<file path="src/rtl/pcache_stat_params.svh">
`ifndef PCACHE_STAT_PARAMS_SVH
`define PCACHE_STAT_PARAMS_SVH

// Register byte addresses on the APB
`define HIT_TALLY_ADDR   12'h000
`define MISS_TALLY_ADDR  12'h004
`define ABORT_TALLY_ADDR 12'h008
`define ADDR_W           12
`define DATA_W           32
`define ZERO_WORD        32'h00000000
`define ONE_WORD         32'h00000001
`define NUM_TALLIES      3
`define HIT_IDX          0
`define MISS_IDX         1
`define ABORT_IDX        2

`endif

</file>
<file path="src/rtl/pcache_stat_pkg.sv">
package pcache_stat_pkg;

    // One cycle of cache activity from the fetch and load path
    typedef struct packed {
        logic fetch;        // Instruction fetch issued
        logic load;         // Data load issued
        logic cacheable;    // Access targets a cacheable region
        logic hit;          // Access hit the prefetch cache
        logic pf_abort;     // Automatic prefetch cancelled
    } cache_event_t;

    // APB request fields
    typedef struct packed {
        logic        psel;
        logic        penable;
        logic        pwrite;
        logic [11:0] paddr;
        logic [31:0] pwdata;
    } apb_req_t;

endpackage

</file>
<file path="src/rtl/pcache_stat_counters.sv">
// Overview of operation
// Count cacheable fetch or load hits
// Count cacheable instruction fetch misses only
// Count automatic prefetch aborts
// Non-cacheable accesses leave hit, miss alone
// All counters readable, writable, no reset value
// Wrap at all ones; write beats increment
`timescale 1ns/1ps
`default_nettype none
`include "pcache_stat_params.svh"

module pcache_stat_counters (
    input  wire logic                        mclk,
    input  wire logic                        rst,
    input  wire pcache_stat_pkg::cache_event_t cache_ev,
    input  wire logic                        psel,
    input  wire logic                        penable,
    input  wire logic                        pwrite,
    input  wire logic [`ADDR_W-1:0]          paddr,
    input  wire logic [`DATA_W-1:0]          pwdata,
    output var  logic                        pready,
    output var  logic [`DATA_W-1:0]          prdata,
    output var  logic                        pslverr
);

    // Map a bus address to a counter index, or none
    function automatic logic [`NUM_TALLIES-1:0] decode(input logic [`ADDR_W-1:0] a);
        logic [`NUM_TALLIES-1:0] sel;
        sel = '0;
        unique case (a)
            `HIT_TALLY_ADDR:   sel[`HIT_IDX]   = 1'b1;
            `MISS_TALLY_ADDR:  sel[`MISS_IDX]  = 1'b1;
            `ABORT_TALLY_ADDR: sel[`ABORT_IDX] = 1'b1;
            default:           sel = '0;
        endcase
        return sel;
    endfunction

    logic [`NUM_TALLIES-1:0] bump;
    logic [`NUM_TALLIES-1:0] sel;
    logic [`NUM_TALLIES-1:0] wr_sel;
    logic [`DATA_W-1:0]      count [`NUM_TALLIES];
    logic                    access;

    // Event qualification
    assign bump[`HIT_IDX]   = cache_ev.cacheable & cache_ev.hit
                              & (cache_ev.fetch | cache_ev.load);
    assign bump[`MISS_IDX]  = cache_ev.cacheable & ~cache_ev.hit
                              & cache_ev.fetch;
    assign bump[`ABORT_IDX] = cache_ev.pf_abort;

    // Bus decode; access phase completes in two cycles, one wait state
    assign access = psel & penable & ~pready;
    assign sel    = decode(paddr);
    assign wr_sel = (access & pwrite) ? sel : '0;

    // Three counters
    genvar i;
    generate
        for (i = 0; i < `NUM_TALLIES; i++) begin : g_tally
            tally_counter u_tally (
                .mclk       (mclk),
                .bump       (bump[i]),
                .load       (wr_sel[i]),
                .load_value (pwdata),
                .count      (count[i])
            );
        end
    endgenerate

    // Ready pulse, after one wait-state access cycle
    always_ff @(posedge mclk) begin
        if (rst) begin
            pready <= 1'b0;
        end else begin
            pready <= access;
        end
    end

    // Read data and error for unmapped addresses
    always_ff @(posedge mclk) begin
        if (rst) begin
            prdata  <= `ZERO_WORD;
            pslverr <= 1'b0;
        end else if (access) begin
            pslverr <= ~|sel;
            prdata  <= `ZERO_WORD;
            if (!pwrite) begin
                unique case (1'b1)
                    sel[`HIT_IDX]:   prdata <= count[`HIT_IDX];
                    sel[`MISS_IDX]:  prdata <= count[`MISS_IDX];
                    sel[`ABORT_IDX]: prdata <= count[`ABORT_IDX];
                    default:         prdata <= `ZERO_WORD;
                endcase
            end
        end else begin
            pslverr <= 1'b0;
        end
    end

endmodule
`default_nettype wire

</file>
<file path="src/rtl/tally_counter.sv">
`timescale 1ns/1ps
`default_nettype none
`include "pcache_stat_params.svh"

// One 32-bit statistics counter, software write over increment
module tally_counter (
    input  wire logic                 mclk,
    input  wire logic                 bump,
    input  wire logic                 load,
    input  wire logic [`DATA_W-1:0]   load_value,
    output var  logic [`DATA_W-1:0]   count
);

    // No reset: counter value is undefined until written
    always_ff @(posedge mclk) begin
        if (load) begin
            count <= load_value;
        end else if (bump) begin
            count <= count + `ONE_WORD;
        end
    end

endmodule
`default_nettype wire

</file>
<file path="config.mk">
export PLATFORM = sky130hd
export DESIGN_NAME = pcache_stat_counters
export DESIGN_NICKNAME = d
export VERILOG_FILES = /design/src/rtl/pcache_stat_pkg.sv /design/src/rtl/pcache_stat_counters.sv /design/src/rtl/tally_counter.sv
export VERILOG_INCLUDE_DIRS = /design/src /design/src/rtl
export SDC_FILE = /design/constraint.sdc
export NUM_CORES = 1
export LEC_CHECK = 0
export BUFFER_PORTS_ARGS = -buffer_cell sky130_fd_sc_hd__buf_4
export CORE_MARGIN = 2
export CORE_UTILIZATION = 45
export DETAILED_ROUTE_END_ITERATION = 10
export GPL_TIMING_DRIVEN = 0
export SETUP_SLACK_MARGIN = 0.5
export SLEW_MARGIN = 20
export SYNTH_ARGS = -nofsm -noshare
export SYNTH_HDL_FRONTEND = slang
export SYNTH_SLANG_ARGS = --single-unit
</file>
<file path="constraint.sdc">
create_clock -name mclk -period 5.77 [get_ports mclk]
set_input_delay 0.2885 -clock mclk [delete_from_list [all_inputs] [get_ports mclk]]
set_output_delay 0.2885 -clock mclk [all_outputs]
set_load 0.01 [all_outputs]
</file>
== Word-level counts from Yosys, hierarchy flattened ==
Cells that the tools add are included.

* Logic and storage cells: 41
* Flip-flop bits (word level): 130
* Output and inout bits: 34
* Input bits: 54

* Reductions and logical operators: 7
* Bitwise logic cells: 11
* Add/sub/neg operators: 3
* Equality and inequality tests: 2
* Multiplexer cells: 12

{| class="wikitable"
|+ Operator list
! kind !! count
|-
| two-way mux 32 bit || 7
|-
| adder 32 x 1 -> 32 bit, second input constant || 3
|-
| one-hot mux 32 bit (3 select lines) || 1
|-
| equality test 12 x 3 -> 1 bit, second input constant || 1
|-
| equality test 12 x 4 -> 1 bit, second input constant || 1
|-
| zero test 12 bit || 1
|-
| bitwise AND 1 bit || 7
|-
| nonzero test 2 bit || 3
|-
| two-way mux 1 bit || 3
|-
| two-way mux 3 bit || 1
|-
| inverter 1 bit || 3
|-
| OR reduction 3 bit || 1
|-
| OR reduction 2 bit || 1
|-
| zero test 1 bit || 1
|-
| bitwise OR 1 bit || 1
|}

== Logic depth before layout (Yosys ltp) ==
* Depth in word-level cells: 5
* Gate-level depth with buffers: 7
* Depth with buffers taken out: 6

== Hierarchy ==
Synthesis repeated with hierarchy kept, for this count alone.

* Cells, all modules: 844
* Area total of the unflattened synthesis: 8541.9 µm²

{| class="wikitable"
|+ By module, submodules not included
! module !! area each (µm²) !! cells each !! sequential area each (µm²) !! instances
|-
| tally_counter || 2048.2 || 214 || 960.9 || 3
|-
| pcache_stat_counters || 2397.3 || 202 || 680.7 || 1
|}

== Worst setup path after synthesis ==
OpenSTA, ideal clock, no wires.

* Path kind: input to register
* From: input paddr[1]
* To: register g_tally[1].u_tally.count[0], enable pin
* Required time: 5.304 ns
* Arrival: 2.784 ns
* Setup slack: 2.521 ns
* Path buffers: 1
* Cell stages on the path: 5
* Setup time: 0.466 ns
* Cell sequence: or4_1 nor4_4 nand2_1 clkbuf_1 o21ai_0

* Word-level cells in the longest chain between the ends: 4

{| class="wikitable"
|+ Ends and longest elaborated chain
! what !! RTL line !! text
|-
| start, declared || pcache_stat_counters.sv:19 || <nowiki>input wire logic [`ADDR_W-1:0] paddr,</nowiki>
|-
| equality test 12 x 3 -> 1 bit || pcache_stat_counters.sv:30 || <nowiki>unique case (a)</nowiki>
|-
| two-way mux 1 bit || pcache_stat_counters.sv:30 ||
|-
| two-way mux 3 bit || pcache_stat_counters.sv:55 || <nowiki>assign wr_sel = (access & pwrite) ? sel : '0;</nowiki>
|-
| nonzero test 2 bit (no source line) || n/a ||
|-
| end signal, assigned || tally_counter.sv:17 || <nowiki>count <= load_value;</nowiki>
|-
| end signal, assigned || tally_counter.sv:19 || <nowiki>count <= count + `ONE_WORD;</nowiki>
|-
| end, declared || tally_counter.sv:11 || <nowiki>output var logic [`DATA_W-1:0] count</nowiki>
|}

No other way between the ends.
A chain may end at the register's enable or synchronous reset.

== Worst setup path in the final report ==
* From: input paddr[9]
* To: register g_tally[0].u_tally.count[0], enable pin

* Word-level cells in the longest chain between the ends: 4

{| class="wikitable"
|+ Ends and longest elaborated chain
! what !! RTL line
|-
| zero test 12 bit || pcache_stat_counters.sv:30
|-
| two-way mux 1 bit || pcache_stat_counters.sv:30
|-
| two-way mux 3 bit || pcache_stat_counters.sv:55
|-
| nonzero test 2 bit (no source line) || n/a
|-
| end signal, assigned || tally_counter.sv:17
|-
| end signal, assigned || tally_counter.sv:19
|-
| end, declared || tally_counter.sv:11
|}

No other way between the ends.

==> reports/qor.yml <==
global_route:
  grt_pass1_vias: 6341
  use_met2_pct: 37.8
  grt_pass1_wl_um: 34800
  globalRouteMet1Util_pct: 37.3
  grt_busiest_layer: "met2"
  grt_usage_pct: 25.4
  use_met3_pct: 5.02
  grt.overflow.total: 0
  antenna_found_initial: 0
  grt_max_degree: 33
critical_path:
  cp.arrival_ns: 2.91
  cp.required_ns: 5.81
  start_kind: "input pin"
  crit_type: "in2reg"
  critPathMaxFanout: 32
  crit_path_end_kind: "register"
timing:
  slew_violations: 0
  relSlewSlack_pct: 42.7
  min_period_ns: 2.87
  fin_skew_ns: 0.00748
  setup_tns_ns: 0
  setup_violations: 0
  hold_violations: 0
  max_freq_mhz: 348
  rsz0062_at_grt: "no"
  min_period_over_period_pct: 49.7
  worst_pin_slew_ns: 0.853
floorplanning:
  core_area_um2: 16000
  fp.dieW_um: 132
  io_pins: 88
  die_h_um: 132
  die_area_um2: 17500
  rows: 46
  start_util_pct: 46.4
logic_synthesis:
  synth_compound_area_share_pct: 11.2
  synthSimpleGateAreaFrac_pct: 22.1
  synthAdderAreaFrac_pct: 0.505
  synth_top_family_by_area: "simple AND/OR/NAND/NOR gates"
  synth_area_leader_cell: "edfxtp_1"
  muxShareOfSynthArea_pct: 4.77
  syn-instance-count: 812
  synth_nets: 869
  synth_top_area_share_pct: 38.8
  yosys-top-cells-area: "edfxtp_1, dfxtp_1, xor2_1"
  synth_xor_area_share_pct: 10.3
  synth_cell_types: 40
  syn-cell-area_um2: 7430
  ys_ff_latch: 130
  synth_warnings: 0
  seq_area_frac_synth_pct: 48.0
  synth_area_per_cell_um2: 9.15
cts:
  cts_inserted_buffers: 17
  cts_resized: 0
  cts-htree-levels: 4
  cts_hold_buffers: 0
  cts_max_path_buffers: 2
  post-cts-setup-buffers: 0
  tritoncts: "yes"
  clkTransAtPathRegs_ns: 0.06
  cts_root_buffer: "clkbuf_16"
  clock-sinks: 130
  clkLatencyLatePin_ns: 0.42
placement:
  dpl.cell_count: 1115
  port_buffers: 86
  hpwl_um: 16500
  gp_congestion: 0.901
drt:
  wl_per_cell_um: 19.4
  ant_nets: 0
  first_iter_violations: 898
  vias: 6657
  drcViolationCount: 0
  first_pass_iters: 5
  wirelength_um: 22200
  viasPerCell: 5.80
cells_and_area:
  layout_common_cells: "nor2_1, edfxtp_1, a21oi_1"
  finalNonFillerCells: 1147
  final_layout_size_suffix_gt1_share_pct: 16.1
  diodes: 0
  fin_nets: 975
  area_growth_pct: 21.7
  layout_commonest_cell: "nor2_1"
pwr:
  leakage_nw: 3.24
  ir_worst_vdd_uv: 251
  p_total_w: 0.00236
  cellPowerDensity_nw_per_um2: 261
outcome:
  status: "finished, final reports clean"
run:
  drv_cap: 0
hold_path:
  hp-class: "in2reg"
-- routing by layer --
metal	up-vias	wire, um
met5	-	0
met2	313	9690
met3	36	1830
met1	3190	10300
li1	3118	-
met4	0	404
-- power breakdown --
group | switching [W] | internal, W
Combinational | 0.0000892 | 0.0000683
Sequential | 0.0000389 | 0.00104
Clock | 0.000421 | 0.000702
Total | 0.000549 | 0.00181
-- cells by family after synthesis --
kind of cell | after synthesis
and+or+nand+nor | 341
AOI/OAI and AO/OA | 163
DFF | 130
xor gates and xnor gates | 87
buffers and inverters | 53
muxes | 35
adders and majority gates | 3
-- path summary, 6_finish.rpt --
path	startpoint	to	slack, ns	cells after the start
hold / removal	rst	pready	0.15	3
setup / recovery	paddr[9]	g_tally[0].u_tally.count[0]	2.90	7
setup reg to reg	pready	g_tally[0].u_tally.count[0]	2.94	6
hold reg to reg	prdata[24]	prdata[24]	0.45	2
-- critical path, stage by stage --
cell and delay [ns]:
buf_4 0.11, or4_4 0.56, nor4_1 0.34, nand3b_1 0.16
clkbuf_1 0.30, clkbuf_1 0.39, nand2_2 0.73
-- final cells by class --
type                       instances  area, um2
multi-input combinational        629       3660
fill                            1467       6960
tap                              216        270
timing repair buffer              87        673
clock buffer                      24        578
buffer                            44        204
inverter                           9       33.8
sequential                       130       3560
clock inverter                     8       53.8
-- synth_stat cells, drive strengths merged --
cell,n
nor4,9
edfxtp,96
nand2,91
nand3,39
nor3b,1
xnor2,25
xor2,62
or4,6
clkbuf,26
dfxtp,34
inv,9
mux2,3
o21ai,66
a21oi,91
and2,2
nor2b,1
buf,18
nand4,38
a31oi,4
or3,2
or2,3
and3,16
mux2i,32
nor3,7
and4,6
nor2,115
ha,3
o211ai,1
o31ai,1
nand2b,1
nand3b,2
nand4b,2
-- flip-flops by register name, summed over array words and instances (netlist names) --
name,flops
prdata,32
pslverr,1
g_tally.u_tally.count,96
pready,1
-- per-stage QoR --
step	area [um2]	hold WS, ns	setup slack (ns)	util, %
floorplan	7430	0.460	2.52	-
global placement	8340	0.441	1.37	52.1
detailed placement	8390	0.443	2.52	52.4
CTS	9020	0.142	2.86	56.4
global route	9040	0.177	2.77	56.5
finish	9040	0.148	2.90	56.5
Power figures use the tool's default switching activity.
